`src/design/roll_remap_defs.svh`:
```
/*
  Register offsets, field positions and reset values for the roll remap and
  local range decoder. Assumes inclusion by bare name from design files only.
*/
`ifndef ROLL_REMAP_DEFS_SVH
`define ROLL_REMAP_DEFS_SVH

// I/O offsets of the four registers
`define RRD_ROLL_A_OFS       8'h24
`define RRD_ROLL_B_OFS       8'h26
`define RRD_LOCAL_A_OFS      8'h28
`define RRD_LOCAL_B_OFS      8'h2a

// Roll window field layout
`define RRD_ROLL_EN_BIT      0
`define RRD_ROLL_MASK_LSB    2
`define RRD_ROLL_START_LSB   9

// Local range field layout
`define RRD_LOCAL_EN_BIT     0
`define RRD_LOCAL_MASK_LSB   4
`define RRD_LOCAL_START_LSB  11

// Local range A comes up enabled for a 512K space
`define RRD_LOCAL_A_RST_MASK 5'h1f

// First physical 128K block number usable as a roll target (080000H)
`define RRD_HOLE_FIRST_BLK   7'h04
`define RRD_HOLE_BLOCKS      4
`endif

```
`src/design/roll_remap_pkg.sv`:
```
/*
  Types for the roll remap and local range decoder.
  Assumes nothing beyond a SystemVerilog compiler.
*/
package roll_remap_pkg;

  // One roll window register
  typedef struct packed {
    logic       en;     // Window enable
    logic [6:0] start;  // Address bits 23..17 of first address
    logic [6:0] mask;   // Set bits take part in compare
  } roll_window_type;

  // One local range register
  typedef struct packed {
    logic       en;     // Range enable
    logic [4:0] start;  // Address bits 23..19
    logic [4:0] mask;   // Set bits take part in compare
  } local_range_type;

  // Two-bit legacy bus status {one_n, zero_n}
  typedef enum logic [1:0] {
    BUS_READ  = 2'b01,
    BUS_WRITE = 2'b10,
    BUS_IDLE  = 2'b11
  } bus_status_type;

endpackage

```
`src/design/roll_remap_and_local_range_decode.sv`:
```
/*
  Roll address remapping and local/off-board decode for the memory controller,
  with its four I/O registers. Assumes one cycle descriptor per i_cyc_start
  pulse, all inputs from logic on i_mclk, and lock and shadow selects supplied
  as levels by the configuration register outside this block.
*/
// Summary of operation
// - Rolled addresses drive translated DRAM address
// - Roll capacity: one 128K per unused block
// - Set mask bits compare address to start
// - Disabled window never rolls
// - Reset clears both window enables
// - Windows at 24H, 26H until locked
// - Local hit drives on-board indication high
// - Non-local drives status outputs off-board
// - Roll translation precedes local compare
// - Both local ranges ORed together
// - Local mask bits 23..19 set size
// - Unshadowed holes above 512K are non-local
// - Disabled ranges ignored; none means off-board
// - Reset enables range A at 512K
// - Ranges at 28H, 2AH until locked
// - Writes overwrite all register fields
`include "roll_remap_defs.svh"

module roll_remap_and_local_range_decode #(
  parameter int ADDR_W = 24                          // Processor address width
) (
  input  wire logic              i_mclk,             // Processor clock
  input  wire logic              i_srst,             // System reset, sync high
  input  wire logic              i_cyc_start,        // Cycle start pulse
  input  wire logic              i_cyc_mem,          // 1 memory, 0 I/O
  input  wire logic              i_cyc_write,        // 1 write, 0 read
  input  wire logic [ADDR_W-1:0] i_cyc_addr,         // Byte address
  input  wire logic [15:0]       i_cyc_wdata,        // I/O write data
  input  wire logic              i_cfg_lock,         // Configuration lock level
  input  wire logic              i_base_size_select, // 0 512K base, 1 640K
  input  wire logic              i_bios_shadow_select_n,    // 1 BIOS shadowed
  input  wire logic              i_adapter_shadow_select_n, // 1 adapter shadowed
  input  wire logic              i_video_shadow_select_n,   // 1 video shadowed
  input  wire logic              i_col_select,       // 0 row, 1 column phase
  output logic [15:0]            o_io_rdata,         // Register read data
  output logic                   o_reg_claim,        // Register access taken
  output logic                   o_on_board_hit,     // Local DRAM access
  output logic                   o_bus_status_zero_n,  // Legacy status 0
  output logic                   o_bus_status_one_n,   // Legacy status 1
  output logic                   o_legacy_mem_or_io_n, // 1 memory, 0 I/O
  output logic [ADDR_W-1:0]      o_phys_addr,        // Translated address
  output logic [9:0]             o_dram_row_col_addr // Multiplexed DRAM address
);

  // Logic is built for the 24-bit processor address only
  if (ADDR_W != 24) begin : g_bad_width
    $error("ADDR_W must be 24");
  end

  // Register file state
  roll_remap_pkg::roll_window_type win_q [2];
  roll_remap_pkg::roll_window_type win_d [2];
  roll_remap_pkg::local_range_type rng_q [2];
  roll_remap_pkg::local_range_type rng_d [2];

  // Output state
  logic [15:0]       rdata_q, rdata_d;          // Held read data
  logic              claim_q, claim_d;          // One-cycle claim
  logic              hit_q, hit_d;              // Held on-board level
  logic [1:0]        stat_q, stat_d;            // One-cycle status
  logic              mio_q, mio_d;              // Held memory/IO level
  logic [ADDR_W-1:0] phys_q, phys_d;            // Held physical address
  logic [9:0]        dram_q, dram_d;            // Muxed DRAM address

  // Decode intermediates
  logic [3:0]        hole_free;                 // Block unused by shadow/base
  logic [2:0]        win_hit;                   // Window A hit, window B hit, either hit
  logic              roll_ok;                   // Slot has a target block
  logic [6:0]        roll_blk;                  // Target block number
  logic [ADDR_W-1:0] xlat;                      // Address after roll
  logic              in_range;                  // Local range match
  logic              in_hole;                   // Unshadowed hole
  logic              local_hit;                 // Final local decision
  logic              reg_sel;                   // Register offset decoded
  logic [1:0]        reg_idx;                   // Which register
  logic [2:0]        seen;                      // Free blocks counted so far

  // Roll window compare on address bits 23..17
  function automatic logic win_match(input roll_remap_pkg::roll_window_type w,
                                     input logic [6:0] a);
    win_match = w.en && (((a ^ w.start) & w.mask) == 7'h00);
  endfunction

  // Local range compare on address bits 23..19
  function automatic logic rng_match(input roll_remap_pkg::local_range_type r,
                                     input logic [4:0] a);
    rng_match = r.en && (((a ^ r.start) & r.mask) == 5'h00);
  endfunction

  // Readback of a roll window, spare bits zero
  function automatic logic [15:0] win_pack(input roll_remap_pkg::roll_window_type w);
    win_pack = 16'h0000;
    win_pack[`RRD_ROLL_EN_BIT] = w.en;
    win_pack[`RRD_ROLL_MASK_LSB +: 7] = w.mask;
    win_pack[`RRD_ROLL_START_LSB +: 7] = w.start;
  endfunction

  // Readback of a local range, spare bits zero
  function automatic logic [15:0] rng_pack(input roll_remap_pkg::local_range_type r);
    rng_pack = 16'h0000;
    rng_pack[`RRD_LOCAL_EN_BIT] = r.en;
    rng_pack[`RRD_LOCAL_MASK_LSB +: 5] = r.mask;
    rng_pack[`RRD_LOCAL_START_LSB +: 5] = r.start;
  endfunction

  // Roll translation and local/off-board decode
  always_comb
  begin
    // Free blocks 080000H, 0A0000H, 0C0000H, 0E0000H in that order
    hole_free[0] = !i_base_size_select;
    hole_free[1] = !i_video_shadow_select_n;
    hole_free[2] = !i_adapter_shadow_select_n;
    hole_free[3] = !i_bios_shadow_select_n;
    win_hit[0] = win_match(win_q[0], i_cyc_addr[23:17]);
    win_hit[1] = win_match(win_q[1], i_cyc_addr[23:17]);
    win_hit[2] = win_hit[0] | win_hit[1];
    // Slot in the 512K roll area picks the n-th free block
    roll_ok  = 1'b0;
    roll_blk = `RRD_HOLE_FIRST_BLK;
    begin
      seen = 3'd0;
      for (int k = 0; k < `RRD_HOLE_BLOCKS; k++)
      begin
        if (hole_free[k])
        begin
          if (!roll_ok && (seen == {1'b0, i_cyc_addr[18:17]}))
          begin
            roll_ok  = 1'b1;
            roll_blk = `RRD_HOLE_FIRST_BLK | 7'(k);
          end
          seen = seen + 3'd1;
        end
      end
    end
    // Translate first, then compare against local ranges
    if (win_hit[2] && roll_ok)
    begin
      xlat = {roll_blk, i_cyc_addr[16:0]};
    end
    else
    begin
      xlat = i_cyc_addr;
    end
    in_range = rng_match(rng_q[0], xlat[23:19]) |
               rng_match(rng_q[1], xlat[23:19]);
    // Holes apply only to untranslated accesses
    in_hole = 1'b0;
    for (int k = 0; k < `RRD_HOLE_BLOCKS; k++)
    begin
      if (hole_free[k] && (i_cyc_addr[23:17] == (`RRD_HOLE_FIRST_BLK | 7'(k))))
      begin
        in_hole = 1'b1;
      end
    end
    local_hit = in_range && ((win_hit[2] && roll_ok) || !in_hole);
    // Register decode on even I/O offsets while unlocked
    reg_sel = 1'b0;
    reg_idx = 2'd0;
    if (!i_cyc_mem && !i_cfg_lock && (i_cyc_addr[23:8] == 16'h0000))
    begin
      unique case (i_cyc_addr[7:0])
        `RRD_ROLL_A_OFS:  begin reg_sel = 1'b1; reg_idx = 2'd0; end
        `RRD_ROLL_B_OFS:  begin reg_sel = 1'b1; reg_idx = 2'd1; end
        `RRD_LOCAL_A_OFS: begin reg_sel = 1'b1; reg_idx = 2'd2; end
        `RRD_LOCAL_B_OFS: begin reg_sel = 1'b1; reg_idx = 2'd3; end
        default:          begin reg_sel = 1'b0; reg_idx = 2'd0; end
      endcase
    end
  end

  // Next state of registers and outputs
  always_comb
  begin
    win_d   = win_q;
    rng_d   = rng_q;
    rdata_d = rdata_q;
    claim_d = 1'b0;
    hit_d   = hit_q;
    stat_d  = roll_remap_pkg::BUS_IDLE;
    mio_d   = mio_q;
    phys_d  = phys_q;
    // Row or column half of the held physical word address
    dram_d  = i_col_select ? phys_q[10:1] : phys_q[20:11];
    if (i_cyc_start)
    begin
      if (reg_sel)
      begin
        // Register access stays inside the device
        claim_d = 1'b1;
        if (i_cyc_write)
        begin
          unique case (reg_idx)
            2'd0, 2'd1:
            begin
              // Whole register overwritten
              win_d[reg_idx[0]].en    = i_cyc_wdata[`RRD_ROLL_EN_BIT];
              win_d[reg_idx[0]].mask  = i_cyc_wdata[`RRD_ROLL_MASK_LSB +: 7];
              win_d[reg_idx[0]].start = i_cyc_wdata[`RRD_ROLL_START_LSB +: 7];
            end
            2'd2, 2'd3:
            begin
              rng_d[reg_idx[0]].en    = i_cyc_wdata[`RRD_LOCAL_EN_BIT];
              rng_d[reg_idx[0]].mask  = i_cyc_wdata[`RRD_LOCAL_MASK_LSB +: 5];
              rng_d[reg_idx[0]].start = i_cyc_wdata[`RRD_LOCAL_START_LSB +: 5];
            end
          endcase
        end
        else
        begin
          rdata_d = reg_idx[1] ? rng_pack(rng_q[reg_idx[0]]) : win_pack(win_q[reg_idx[0]]);
        end
      end
      else if (i_cyc_mem)
      begin
        phys_d = xlat;
        hit_d  = local_hit;
        mio_d  = 1'b1;
        if (!local_hit)
        begin
          // Off-board memory cycle on the legacy bus
          stat_d = i_cyc_write ? roll_remap_pkg::BUS_WRITE : roll_remap_pkg::BUS_READ;
        end
      end
      else
      begin
        // Other I/O, and locked register offsets, go off-board
        hit_d  = 1'b0;
        mio_d  = 1'b0;
        stat_d = i_cyc_write ? roll_remap_pkg::BUS_WRITE : roll_remap_pkg::BUS_READ;
      end
    end
  end

  // State registers
  always_ff @(posedge i_mclk)
  begin
    if (i_srst)
    begin
      win_q[0] <= '0;
      win_q[1] <= '0;
      rng_q[0] <= '{en: 1'b1, start: 5'h00, mask: `RRD_LOCAL_A_RST_MASK};
      rng_q[1] <= '0;
      rdata_q  <= 16'h0000;
      claim_q  <= 1'b0;
      hit_q    <= 1'b0;
      stat_q   <= roll_remap_pkg::BUS_IDLE;
      mio_q    <= 1'b1;
      phys_q   <= '0;
      dram_q   <= 10'h000;
    end
    else
    begin
      win_q   <= win_d;
      rng_q   <= rng_d;
      rdata_q <= rdata_d;
      claim_q <= claim_d;
      hit_q   <= hit_d;
      stat_q  <= stat_d;
      mio_q   <= mio_d;
      phys_q  <= phys_d;
      dram_q  <= dram_d;
    end
  end

  // Outputs straight from flip-flops
  assign o_io_rdata           = rdata_q;
  assign o_reg_claim          = claim_q;
  assign o_on_board_hit       = hit_q;
  assign o_bus_status_zero_n  = stat_q[0];
  assign o_bus_status_one_n   = stat_q[1];
  assign o_legacy_mem_or_io_n = mio_q;
  assign o_phys_addr          = phys_q;
  assign o_dram_row_col_addr  = dram_q;

endmodule

```
`config.mk`:
```
export PLATFORM = sky130hd
export DESIGN_NAME = roll_remap_and_local_range_decode
export DESIGN_NICKNAME = d
export VERILOG_FILES = /design/src/design/roll_remap_pkg.sv /design/src/design/roll_remap_and_local_range_decode.sv
export VERILOG_INCLUDE_DIRS = /design/src /design/src/design
export SDC_FILE = /design/constraint.sdc
export NUM_CORES = 1
export LEC_CHECK = 0
export BUFFER_PORTS_ARGS = -buffer_cell sky130_fd_sc_hd__buf_4
export CORE_MARGIN = 4
export CORE_UTILIZATION = 50
export DETAILED_ROUTE_END_ITERATION = 7
export GPL_TIMING_DRIVEN = 0
export PLACE_DENSITY_LB_ADDON = 0.25
export SLEW_MARGIN = 25
export SYNTH_ARGS = -nofsm -noshare
export SYNTH_HDL_FRONTEND = slang
export SYNTH_SLANG_ARGS = --single-unit
```
`constraint.sdc`:
```
create_clock -name i_mclk -period 4.4 [get_ports i_mclk]
set_clock_uncertainty 0.15 [all_clocks]
set_input_delay 0.88 -clock i_mclk [delete_from_list [all_inputs] [get_ports i_mclk]]
set_output_delay 0.88 -clock i_mclk [all_outputs]
set_load 0.01 [all_outputs]
```
==> summary.log, run 1 <==
[critical_path] endpoint kind of the worst setup timing path flip-flop
[sta] RSZ-0062 raised after global routing false
[routing] Pre-antenna DRT Iters 5
[critical_path] reg-to-reg setup timing slack 1970 ps
[global_route] gr usage total 0.271
[sta] final setup fails 0
[critical_path] length in cells of the worst reg-to-reg path 6
[critical_path] Setup crit start i_cyc_addr[21]
[routing] post-route ant nets 0
[routing] final routed wirelength across all metal layers 16.0 mm
[pwr] power density of the placed cells 302 mW/mm^2
[synth] Post-Synthesis Mean Instance Area 8.16 sq um
[sta] Fin Hold WS 316 ps
[cts] TritonCTS clock tree built
[routing] wire length per cell after detailed routing 18.5 microns
[die] die area 0.0118 sq mm
[placement] setup slack at placement 597 ps
[cts] Longest Clk Path Bufs 2
[placement] placed cell area 0.00594 sq mm
[sta] highest achievable clock rate 0.289 GHz
[sta] Worst Tran Pin Value 881 ps
[die] number of standard-cell rows in the floorplan 36
[critical_path] Arrival @ worst endpoint 3620 ps
[synth] Synth Flop Type sky130_fd_sc_hd__dfxtp_1
[worst_hold_path] beginning of the worst hold path o_io_rdata[8]
[sta] relative slew slack 0.398
[critical_path] Crit Path Category in2reg
[routing] initial drt markers 547
[die] x dimension of the die 109 microns
[cts] Skew-Pair Late Insertion Delay 380 ps
[cts] Root Buffer sky130_fd_sc_hd__clkbuf_8
[layout] final core utilization 0.628
[worst_hold_path] worst min path class reg2reg
[synth] share of synthesized area occupied by flip-flops and latches 0.419
[synth] net count of the mapped netlist 674
[critical_path] startpoint kind of the worst setup timing path input port
[die] Initial Util 0.516
[placement] RD Place Congestion 0.945
[pwr] maximum vdd ir drop 0.000171 V
[critical_path] biggest fanout along the worst timing path 10
[synth] Async S/R FF share, synth 0
[sta] final hold violation count 0
[flow_run] reported max-cap violation count 0
[global_route] global-route wire length before repair 24.8 mm
[layout] area of all placed cells without fillers 0.00617 sq mm
[placement] HPWL after DPL 12.3 mm
[cts] setup fix buffers added after clock tree synthesis 0
[sta] setup total negative slack 0 ps
[global_route] antenna violations before repair 0
[global_route] via count of the first global-routing pass 4922
[critical_path] endpoint required time on the critical path 4560 ps
[layout] antenna diode instance count 0
[cts] clock sink count 106
[critical_path] endpoint of the most critical register-to-register path o_on_board_hit
[routing] post-detailed-route DRC marker count 0
[sta] final max-slew violation count 0
[sta] crit path setup slack, layout 941 ps
[synth] adder-cell area share of the yosys netlist 0.00691
[synth] leading area contributor after synthesis sky130_fd_sc_hd__dfxtp_1
[routing] drt via density 5.81
[sta] final worst-path cycle share 0.786
[synth] number of flops mapped to enable cells by yosys 0
[die] Std-Cell Core Area 0.00982 sq mm
[cts] clock slew at the register clock pins of the worst setup and hold paths 100 ps
[worst_hold_path] hold-critical path endpoint o_io_rdata[8]
[die] overall die height 109 microns
[layout] fin nets 779
[global_route] largest net degree at the start of global routing 18
[synth] fraction of synthesized cell area taken by the top area cell type 0.419
[synth] mux share of post-synthesis cell area 0.0745
[worst_hold_path] worst hold path cell count 2
[layout] fraction of final layout cells with drive strength greater than 1 0.185
[cts] number of buffers inserted for hold repair after clock tree synthesis 0
[status] outcome completed
[sta] minimum clock period 3460 ps
[synth] compound-gate portion of the synthesized area 0.166
[cts] maximum level of the CTS H-tree 3
[cts] CTS Buf Count 9
[synth] number of synthesized register bits 106
[die] number of I/O pins 106
[synth] area fraction in and, or, nand and nor cells after synthesis 0.256
[synth] dominant cells by area after synthesis sky130_fd_sc_hd__dfxtp_1, sky130_fd_sc_hd__nand2_1, sky130_fd_sc_hd__a21oi_1
[critical_path] beginning of the worst register-to-register path win_q[7]
[placement] number of buffers added on ports 94
[synth] number of warnings printed during yosys synthesis 0
[global_route] GR Overflow Total 0
[synth] share of the synthesized netlist area taken by xor and xnor gates 0.0311
[synth] distinct cell type count after synthesis 60
[routing] total via count in the routed design 5018
[pwr] leakage power 2.35 nW
[layout] Layout area overhead 21.7%
[synth] number of instances in the synthesized netlist 621
[synth] dominant combinational cell family by area after synthesis simple AND/OR/NAND/NOR gates
[cts] # resized after CTS 0
[synth] Syn Std Cell Area 0.00507 sq mm
-- cell usage after synthesis (all sizes together), types with 2 or more instances --
cell and count:
o211ai 2, a22oi 6, and3 2, dfxtp 106, nand2b 3, a311oi 2, nand2 158, a32o 2
a21boi 2, o2111ai 3, a211o 2, nand3 9, ha 2, nand4 5, nor4 9, buf 15
o22ai 2, mux2 4, a221o 2, nand3b 14, mux2i 31, nand4b 3, xor2 16, nor4b 2
or4 4, or2 2, a211oi 3, a31oi 3, nor2 21, a2111o 11, xnor2 2, or3 3
clkbuf 31, nor3b 2, a21oi 83, and3b 2, inv 9, nor3 27, o21ai 5
-- power by group --
| group | total [W] | leakage [nW] | internal, W | switching (W) |
|---|---|---|---|---|
| clock | 0.000688 | 0.116 | 0.000342 | 0.000346 |
| combinational | 0.000191 | 1.38 | 0.0000791 | 0.000112 |
| sequential | 0.000984 | 0.858 | 0.000974 | 0.00000986 |
-- cells in the final DEF, fill, tap and decap left out, drive strengths merged, types with 4 or more instances in the layout --
cell / n
nand2: 158
buf: 109
dfxtp: 106
a21oi: 83
clkbuf: 42
mux2i: 31
nor3: 27
nor2: 21
xor2: 16
nand3b: 14
a2111o: 11
inv: 11
nand3: 9
nor4: 9
a22oi: 6
nand4: 5
o21ai: 5
mux2: 4
or4: 4
-- how the worst max path moves through the flow --
stage,to,slack [ps],cells past startpoint
after floorplan,win_q[10],1010,9
after global placement,win_q[22],660,10
after detailed placement,win_q[19],600,9
after CTS,win_q[19],990,9
after global routing,win_q[19],800,9
final,win_q[19],940,9
-- area by class of cell --
class                           count  area [sq um]
Buffer                             46           199
Tap cell                          133           166
Fill cell                         862          3650
Multi-Input combinational cell    460          2720
Clock inverter                      5          85.1
Inverter                            9          33.8
Clock buffer                       11           141
Timing Repair Buffer               94           706
Sequential cell                   106          2120
-- state kept, by name, indices dropped and copies added (netlist names), 2 cells and up --
| signal | flops |
|---|---|
| o_dram_row_col_addr | 10 |
| o_io_rdata | 15 |
| o_phys_addr | 24 |
| rng_q | 22 |
| stat_q | 2 |
| win_q | 30 |
-- cells by family after synthesis --
logic type / count (synthesis)
flip-flops: 106
XOR/XNOR: 18
other: 1
AND/OR/NAND/NOR: 269
AO/OA/AOI/OAI: 133
adder cells (fa/ha/maj): 3
buffers and inverters: 55
multiplexers: 36
-- per-stage QoR --
stage               power [W]  instances
finish                0.00186        864
global route          0.00192        864
CTS                   0.00186        864
detailed placement    0.00119        848
global placement      0.00119        848
floorplan             0.00110        621
-- critical path: stages --
cell                       delay [ps]
sky130_fd_sc_hd__clkbuf_1         250
sky130_fd_sc_hd__nor4_1           630
sky130_fd_sc_hd__nand3_1          340
sky130_fd_sc_hd__or2_1            290
sky130_fd_sc_hd__buf_2            170
sky130_fd_sc_hd__nor3_2           460
sky130_fd_sc_hd__buf_2            350
sky130_fd_sc_hd__nand2_1           90
sky130_fd_sc_hd__a21oi_1          140
-- routing by layer --
metal  part of all wire  GRT usage  routed length (microns)
met4              0.021      0.100                      332
met2               0.48      0.459                     7670
met5                  0          0                        0
met3              0.079     0.0485                     1260
met1               0.42      0.346                     6740
Power figures use the tool's default switching activity.
==> run 2, diff against run 1 <==
--- a/config.mk
+++ b/config.mk
@@ -6,6 +6,7 @@
 export SDC_FILE = /design/constraint.sdc
 export NUM_CORES = 1
 export LEC_CHECK = 0
+export ABC_AREA = 1
 export BUFFER_PORTS_ARGS = -buffer_cell sky130_fd_sc_hd__buf_4
 export CORE_MARGIN = 4
 export CORE_UTILIZATION = 50
==> constraint.sdc (replaced) <==
create_clock -name i_mclk -period 3.48 [get_ports i_mclk]
set_clock_uncertainty 0.15 [all_clocks]
set_input_delay 0.696 -clock i_mclk [delete_from_list [all_inputs] [get_ports i_mclk]]
set_output_delay 0.696 -clock i_mclk [all_outputs]
set_load 0.01 [all_outputs]
==> run 2 against run 1 <==
Sequential share of layout area barely moved. Sequential power grew 27%. Flip-flop and latch count is the same.
==> summary.log, run 2 <==
[worst_hold_path] worst min path class reg2reg
[synth] Syn Std Cell Area 0.00500 sq mm [-1.4%]
[layout] area of all placed cells without fillers 0.00617 sq mm [about the same]
[pwr] clock network fraction of total power 0.373 [+0.004]
[critical_path] beginning of the worst register-to-register path win_q[9]
[synth] number of warnings printed during yosys synthesis 0 [unchanged]
[critical_path] endpoint required time on the critical path 3580 ps [-980 ps]
[synth] Async S/R FF share, synth 0 [unchanged]
[critical_path] biggest fanout along the worst timing path 10 [unchanged]
[layout] fill cell instance count of the final layout 922 [+7.0%]
[cts] Root Buffer sky130_fd_sc_hd__clkbuf_8
[cts] CTS Buf Count 9 [unchanged]
[sta] final worst-path cycle share 0.815
[pwr] Logic pwr share 0.104 [about the same]
[critical_path] cell breakdown of the critical path buf_4 -> nor3_1 -> nand2_1 -> nor3_1 -> nand2_1 -> nor2_2 -> nor2_1 -> clkbuf_2 -> o21ai_0 -> a21oi_1
[routing] initial drt markers 549 [+0.37%]
[pwr] leakage power 2.86 nW [+22%]
[synth] share of synthesized area occupied by flip-flops and latches 0.425 [+0.00597]
[synth] leading area contributor after synthesis sky130_fd_sc_hd__dfxtp_1
[pwr] maximum vdd ir drop 0.000240 V [+40%]
[global_route] largest net degree at the start of global routing 20 [+2]
[synth] Post-Synthesis Mean Instance Area 6.80 sq um [-17%]
[placement] placed cell area 0.00594 sq mm [about the same]
[sta] Worst Tran Pin Value 603 ps [-278 ps]
[die] x dimension of the die 108 microns [-0.65%]
[critical_path] length in cells of the worst reg-to-reg path 16 [+10]
[cts] clock sink count 106 [unchanged]
[synth] dominant cells by area after synthesis sky130_fd_sc_hd__dfxtp_1, sky130_fd_sc_hd__nand2_1, sky130_fd_sc_hd__o21ai_0
[synth] fraction of synthesized cell area taken by the top area cell type 0.425 [+0.00597]
[synth] number of flops mapped to enable cells by yosys 0 [unchanged]
[sta] Fin Hold WS 326 ps [+9.46 ps]
[placement] HPWL after DPL 12.3 mm [-0.26%]
[layout] register ranked first by flip-flop count win_q
[pwr] total net switching power 0.000629 W [+34%]
[placement] RD Place Congestion 0.915 [-3.2%]
[synth] count leader, synth sky130_fd_sc_hd__nand2_1
[synth] number of instances in the synthesized netlist 735 [+18%]
[cts] setup fix buffers added after clock tree synthesis 0 [unchanged]
[critical_path] Buffers & Inverters on Critical Path 2 [-1]
[die] die area 0.0117 sq mm [-1.3%]
[layout] max FFs per register 30 [unchanged]
[sta] final setup fails 0 [unchanged]
[cts] Skew-Pair Late Insertion Delay 370 ps [about the same]
[cts] clock slew at the register clock pins of the worst setup and hold paths 100 ps [about the same]
[routing] final routed wirelength across all metal layers 16.1 mm [+0.49%]
[critical_path] startpoint kind of the worst setup timing path input port
[critical_path] Crit path max-delay family simple AND/OR/NAND/NOR gates
[cts] maximum level of the CTS H-tree 3 [unchanged]
[layout] highest-count cells in the layout ignoring fill and taps sky130_fd_sc_hd__nand2_1, sky130_fd_sc_hd__buf_4, sky130_fd_sc_hd__dfxtp_1
[sta] final max-slew violation count 0 [unchanged]
[routing] Pre-antenna DRT Iters 7 [+2]
[pwr] relative contribution of sequential cells to total power 0.523 [-0.005]
[synth] net count of the mapped netlist 788 [+17%]
[cts] # resized after CTS 0 [unchanged]
[critical_path] Arrival @ worst endpoint 2930 ps [-690 ps]
[critical_path] Crit Path Category in2reg
[routing] drt via density 5.38 [-7.4%]
[critical_path] endpoint kind of the worst setup timing path flip-flop
[global_route] antenna violations before repair 0 [unchanged]
[sta] RSZ-0062 raised after global routing false
[die] number of standard-cell rows in the floorplan 36 [unchanged]
[routing] total via count in the routed design 5311 [+5.8%]
[global_route] global-route wire length before repair 24.9 mm [+0.30%]
[placement] number of buffers added on ports 103 [+9.6%]
[layout] Layout area overhead 23.5%
[global_route] via count of the first global-routing pass 4815 [-2.2%]
[routing] wire length per cell after detailed routing 16.3 microns [-12%]
[synth] cell types with the highest counts after synthesis sky130_fd_sc_hd__nand2_1, sky130_fd_sc_hd__dfxtp_1, sky130_fd_sc_hd__o21ai_0, sky130_fd_sc_hd__inv_1, sky130_fd_sc_hd__a21oi_1
[cts] TritonCTS clock tree built
[critical_path] reg-to-reg setup timing slack 1240 ps [-730 ps]
[global_route] GR Overflow Total 0 [unchanged]
[critical_path] biggest cell delay along the critical path 470 ps [-160 ps]
[layout] fraction of final layout cells with drive strength greater than 1 0.190 [+0.00502]
[critical_path] cell with the biggest individual delay on the critical path sky130_fd_sc_hd__nor2_2
[die] Std-Cell Core Area 0.00977 sq mm [-0.46%]
[sta] final hold violation count 0 [unchanged]
[sta] relative slew slack 0.598 [+0.200]
[critical_path] Setup crit start i_cyc_addr[21]
[routing] post-detailed-route DRC marker count 0 [unchanged]
[critical_path] critical path depth in cells 10 [+1]
[flow_run] reported max-cap violation count 0 [unchanged]
[layout] antenna diode instance count 0 [unchanged]
[critical_path] last element of the critical path win_q[20]
[cts] Longest Clk Path Bufs 2 [unchanged]
[die] Initial Util 0.511 [-0.00492]
[critical_path] endpoint of the most critical register-to-register path stat_q[0]
[pwr] net switching share of the total power 0.263 [+0.0122]
[pwr] P_int 0.00176 W [+26%]
[cts] number of buffers inserted for hold repair after clock tree synthesis 0 [unchanged]
[die] overall die height 108 microns [-0.65%]
[layout] leading cell type in the layout, fill and taps excluded sky130_fd_sc_hd__nand2_1
[routing] post-route ant nets 0 [unchanged]
[die] number of I/O pins 106 [unchanged]
[sta] minimum clock period 2840 ps
[global_route] gr usage total 0.276 [+0.00419]
[sta] highest achievable clock rate 0.353 GHz
[status] outcome completed
[synth] Synth Flop Type sky130_fd_sc_hd__dfxtp_1
[layout] fin nets 902 [+16%]
[sta] setup total negative slack 0 ps [unchanged]
[synth] number of synthesized register bits 106 [unchanged]
[synth] distinct cell type count after synthesis 36 [-40%]
[pwr] power density of the placed cells 387 mW/mm^2 [+28%]
-- run 2: cell types whose count changed after synthesis, sizes merged, moves of 6 or more --
cell    before  now
a2111o      11    0
nor2        21   66
a22oi        6    0
clkbuf      31   13
xor2        16    0
o21ai        5  109
nor4         9    2
nand3b      14    2
a21oi       83   69
nor3        27    7
inv          9   94
mux2i       31    0
nand3        9   38
nand2      158  176
-- run 2: per-stage QoR --
stage / util / worst slack (ps) / total power, W / std cells
after floorplan: - / 1010 / 0.00139 / 735
after global placement: 0.608 / 458 / 0.00152 / 971
final: 0.631 / 644 / 0.00239 / 987
after CTS: 0.631 / 702 / 0.00239 / 987
after detailed placement: 0.608 / 402 / 0.00152 / 971
after global routing: 0.631 / 507 / 0.00247 / 987
-- run 2: how the worst min path moves through the flow --
stage | end | depth (start not counted) | startpoint | slack, ps
3_3_place_gp | o_phys_addr[22] | 2 | o_phys_addr[22] | 300
4_1_cts | o_phys_addr[0] | 2 | o_phys_addr[0] | 320
3_5_place_dp | o_phys_addr[0] | 2 | o_phys_addr[0] | 310
6_report | o_phys_addr[0] | 2 | o_phys_addr[0] | 330
2_1_floorplan | rng_q[2] | 2 | rng_q[2] | 290
5_1_grt | o_io_rdata[12] | 2 | o_io_rdata[12] | 330
-- run 2: layout make-up --
class                           count  area [sq um]  area share
Tap cell                          133           166      0.0270
Sequential cell                   106          2120       0.344
Buffer                             31           154      0.0249
Multi-Input combinational cell    503          2370       0.383
Clock inverter                      7           110      0.0178
Inverter                           95           357      0.0578
Timing Repair Buffer              103           773       0.125
Clock buffer                        9           124      0.0201
-- run 2: power groups by stage --
stage | sequential (W) | clock, W | combinational, W
floorplan | 0.00129 | 0 | 0.000103
global placement | 0.00128 | 0 | 0.000241
detailed placement | 0.00128 | 0 | 0.000245
CTS | 0.00125 | 0.000894 | 0.000246
global route | 0.00125 | 0.000949 | 0.000270
finish | 0.00125 | 0.000890 | 0.000248
-- run 2: per-layer routing --
layer	track usage	share of wire	vias to the layer above	wire length [microns]
met4	0.0857	0.021	0	344
li1	-	-	2615	-
met3	0.0418	0.11	29	1710
met5	0	0	-	0
met1	0.382	0.42	2391	6800
met2	0.444	0.45	276	7220
-- run 2: cell families (layout without fill, tap and decap cells) --
group           count (synthesis)  count (layout)  share of synthesized area
compound gates                196             196                      0.205
buf+inv                       126             245                      0.102
other cells                     1               1                   0.000750
flops                         106             106                      0.425
fa+ha+maj                       2               2                    0.00501
simple gates                  304             304                      0.263
-- run 2: worst register-to-register path, delay by kind of cell (launching register included) --
| kind | cells | cell delay, ps |
|---|---|---|
| simple gates | 13 | 1220 |
| flops | 1 | 350 |
| compound gates | 2 | 350 |
| buf+inv | 1 | 60 |
==> run 3, diff against run 2 <==
==> constraint.sdc (replaced) <==
create_clock -name i_mclk -period 2.7 [get_ports i_mclk]
set_clock_uncertainty 0.15 [all_clocks]
set_input_delay 0.54 -clock i_mclk [delete_from_list [all_inputs] [get_ports i_mclk]]
set_output_delay 0.54 -clock i_mclk [all_outputs]
set_load 0.01 [all_outputs]
==> run 3 against run 2 <==
Setup slack lost 540 ps. Core utilization grew 0.12 points. Die area is the same. Cell count is the same. Count of clock-buffer cells in the layout is the same. Routed wire length grew 0.26%. Non-clock buffer count is the same. Global-route usage is the same. Worst hold slack lost 69 ps. Cell area grew 0.18%.
==> summary.log, run 3 (synthesis gave the netlist of run 2 again) <==
[routing] uppermost layer routed met4
[routing] detailed-routing wirelength on met1 6.93 mm [+1.9%]
[routing] post-detailed-route DRC marker count 0 [unchanged]
[global_route] global-route wire length before repair 24.9 mm [unchanged]
[layout] highest-count cells in the layout ignoring fill and taps sky130_fd_sc_hd__nand2_1, sky130_fd_sc_hd__buf_4, sky130_fd_sc_hd__dfxtp_1
[layout] final core utilization 0.633 [+0.00115]
[sta] relative slew slack 0.599 [+0.00127]
[layout] filler-free cell count of the finished design 987 [unchanged]
[pwr] power density of the placed cells 499 mW/mm^2 [+29%]
[status] outcome completed
[critical_path] cell occurring most often along the worst timing path sky130_fd_sc_hd__nand2_1
[die] Std-Cell Core Area 0.00977 sq mm [unchanged]
[layout] Layout area overhead 23.7%
[critical_path] biggest fanout along the worst timing path 10 [unchanged]
[die] Initial Util 0.511 [unchanged]
[layout] fill cell instance count of the final layout 923 [+0.11%]
[cts] CTS Buf Count 9 [unchanged]
[die] die area 0.0117 sq mm [unchanged]
[sta] Worst Tran Pin Value 601 ps [-1.90 ps]
[critical_path] cell with the biggest individual delay on the critical path sky130_fd_sc_hd__o21ai_0
[sta] Fin Hold WS 257 ps [-68.6 ps]
[flow_run] reported max-cap violation count 0 [unchanged]
[layout] area used by multi-input combinational logic 0.00238 sq mm [+0.42%]
[critical_path] Arrival @ worst endpoint 2730 ps [-200 ps]
[sta] final worst-path cycle share 0.960
[critical_path] biggest cell delay along the critical path 390 ps [-80 ps]
[pwr] leakage power 2.87 nW [+0.12%]
[global_route] gr usage total 0.276 [unchanged]
[cts] Root Buffer sky130_fd_sc_hd__clkbuf_8
[routing] post-route ant nets 0 [unchanged]
[critical_path] reg-to-reg setup timing slack 460 ps [-780 ps]
[global_route] via count of the first global-routing pass 4815 [unchanged]
[routing] routed wl met3 1.56 mm [-8.6%]
[sta] final max-slew violation count 0 [unchanged]
[layout] max FFs per register 30 [unchanged]
[global_route] GR Overflow Total 0 [unchanged]
[sta] highest achievable clock rate 0.386 GHz
[routing] drt via density 5.35 [-0.49%]
[layout] register area 0.00212 sq mm [unchanged]
[sta] minimum clock period 2590 ps
[sta] RSZ-0062 raised after global routing false
[routing] Pre-antenna DRT Iters 6 [-1]
[routing] final routed wirelength across all metal layers 16.1 mm [+0.26%]
[routing] total via count in the routed design 5285 [-0.49%]
[sta] crit path setup slack, layout 107 ps [-537 ps]
[layout] leading cell type in the layout, fill and taps excluded sky130_fd_sc_hd__nand2_1
[critical_path] cell breakdown of the critical path buf_4 -> inv_2 -> nand2_1 -> nor4_1 -> nand2_1 -> nor2_4 -> nand2_1 -> buf_2 -> buf_2 -> o21ai_0 -> o22ai_1 -> nor2_1 -> nor2_1
[layout] fin nets 902 [unchanged]
[layout] register ranked first by flip-flop count win_q
[die] number of standard-cell rows in the floorplan 36 [unchanged]
[routing] wire length per cell after detailed routing 16.3 microns [+0.26%]
[worst_hold_path] worst min path class in2reg
[placement] RD Place Congestion 0.915 [unchanged]
[sta] final setup fails 0 [unchanged]
[cts] Skew-Pair Late Insertion Delay 380 ps [about the same]
[global_route] largest net degree at the start of global routing 20 [unchanged]
[placement] setup slack at placement -222 ps [-624 ps]
[critical_path] endpoint kind of the worst setup timing path flip-flop
[die] number of I/O pins 106 [unchanged]
[critical_path] length in cells of the worst reg-to-reg path 16 [unchanged]
[routing] initial drt markers 470 [-14%]
[layout] fraction of final layout cells with drive strength greater than 1 0.192 [+0.00234]
[placement] placed cell area 0.00594 sq mm [unchanged]
[cts] TritonCTS clock tree built
[placement] number of buffers added on ports 103 [unchanged]
[pwr] maximum vdd ir drop 0.000309 V [+29%]
[placement] Cell Count Post-Placement 971 [unchanged]
[routing] sum of met2 wire segment lengths after detailed routing 7.30 mm [+1.1%]
[critical_path] endpoint required time on the critical path 2840 ps [-740 ps]
[critical_path] Crit Path Category in2reg
[cts] maximum level of the CTS H-tree 3 [unchanged]
[cts] clock slew at the register clock pins of the worst setup and hold paths 120 ps [+20 ps]
[die] x dimension of the die 108 microns [unchanged]
[cts] Longest Clk Path Bufs 2 [unchanged]
[layout] antenna diode instance count 0 [unchanged]
[critical_path] startpoint kind of the worst setup timing path input port
[global_route] antenna violations before repair 0 [unchanged]
[sta] final hold violation count 0 [unchanged]
[die] overall die height 108 microns [unchanged]
[layout] area of all placed cells without fillers 0.00618 sq mm [+0.18%]
[cts] clock sink count 106 [unchanged]
[placement] HPWL after DPL 12.3 mm [unchanged]
[worst_hold_path] worst hold path cell count 3 [+1]
[run 3: cell count changes in the layout (fill, tap and decap cells not counted)]
cell / delta
sky130_fd_sc_hd__o21ai_0: -4
sky130_fd_sc_hd__o21ai_1: +4
sky130_fd_sc_hd__clkbuf_1: -1
sky130_fd_sc_hd__clkbuf_2: +1
sky130_fd_sc_hd__nor2_2: -1
sky130_fd_sc_hd__nor2_4: +1
sky130_fd_sc_hd__nor3_1: -1
sky130_fd_sc_hd__nor3_2: +1
[run 3: final cells by class]
type | count | area share
buffer | 31 | 0.0251
clock buffer | 9 | 0.0200
clock inverter | 7 | 0.0178
inverter | 95 | 0.0577
multi-input combinational | 503 | 0.384
sequential | 106 | 0.343
tap | 133 | 0.0269
timing repair buffer | 103 | 0.125
[run 3: layer usage]
| metal | track usage | vias to the layer above |
|---|---|---|
| met2 | 0.444 | 250 |
| met5 | 0 | - |
| met3 | 0.0418 | 28 |
| met4 | 0.0857 | 0 |
| met1 | 0.382 | 2392 |
| li1 | - | 2615 |
[run 3: final timing paths]
path                          to           start
hold / removal          win_q[0]  i_cyc_wdata[2]
setup / recovery  o_io_rdata[14]  i_cyc_addr[18]
hold reg to reg   o_phys_addr[0]  o_phys_addr[0]
setup reg to reg       stat_q[0]        win_q[9]
[run 3: stage by stage]
| step | setup TNS (ps) | total power [W] |
|---|---|---|
| 6_report | 0 | 0.00309 |
| 5_1_grt | 0 | 0.00319 |
| 4_1_cts | 0 | 0.00308 |
| 2_1_floorplan | 0 | 0.00179 |
| 3_5_place_dp | -5100 | 0.00196 |
| 3_3_place_gp | -3320 | 0.00196 |
[run 3: power by group]
part / internal (W) / switching [W] / leakage [nW] / total (W)
clock network: 0.000544 / 0.000611 / 0.115 / 0.00115
logic: 0.000131 / 0.000189 / 1.89 / 0.000321
registers: 0.00159 / 0.0000191 / 0.860 / 0.00161
total: 0.00227 / 0.000819 / 2.87 / 0.00309
[run 3: repair_timing]
| action | in CTS | in global routing |
|---|---|---|
| resized for setup | 0 | 8 |
| endpoints found under the setup margin | 0 | 19 |
| hold endpoints to repair | 0 | 0 |
| buffers inserted | 0 | 0 |
| hold buffers | 0 | 0 |
[run 3: worst max-delay path: cells and delay by family]
kind            cells  cell delay [ps]
compound gates      2              520
buf+inv             4              670
simple gates        7              980
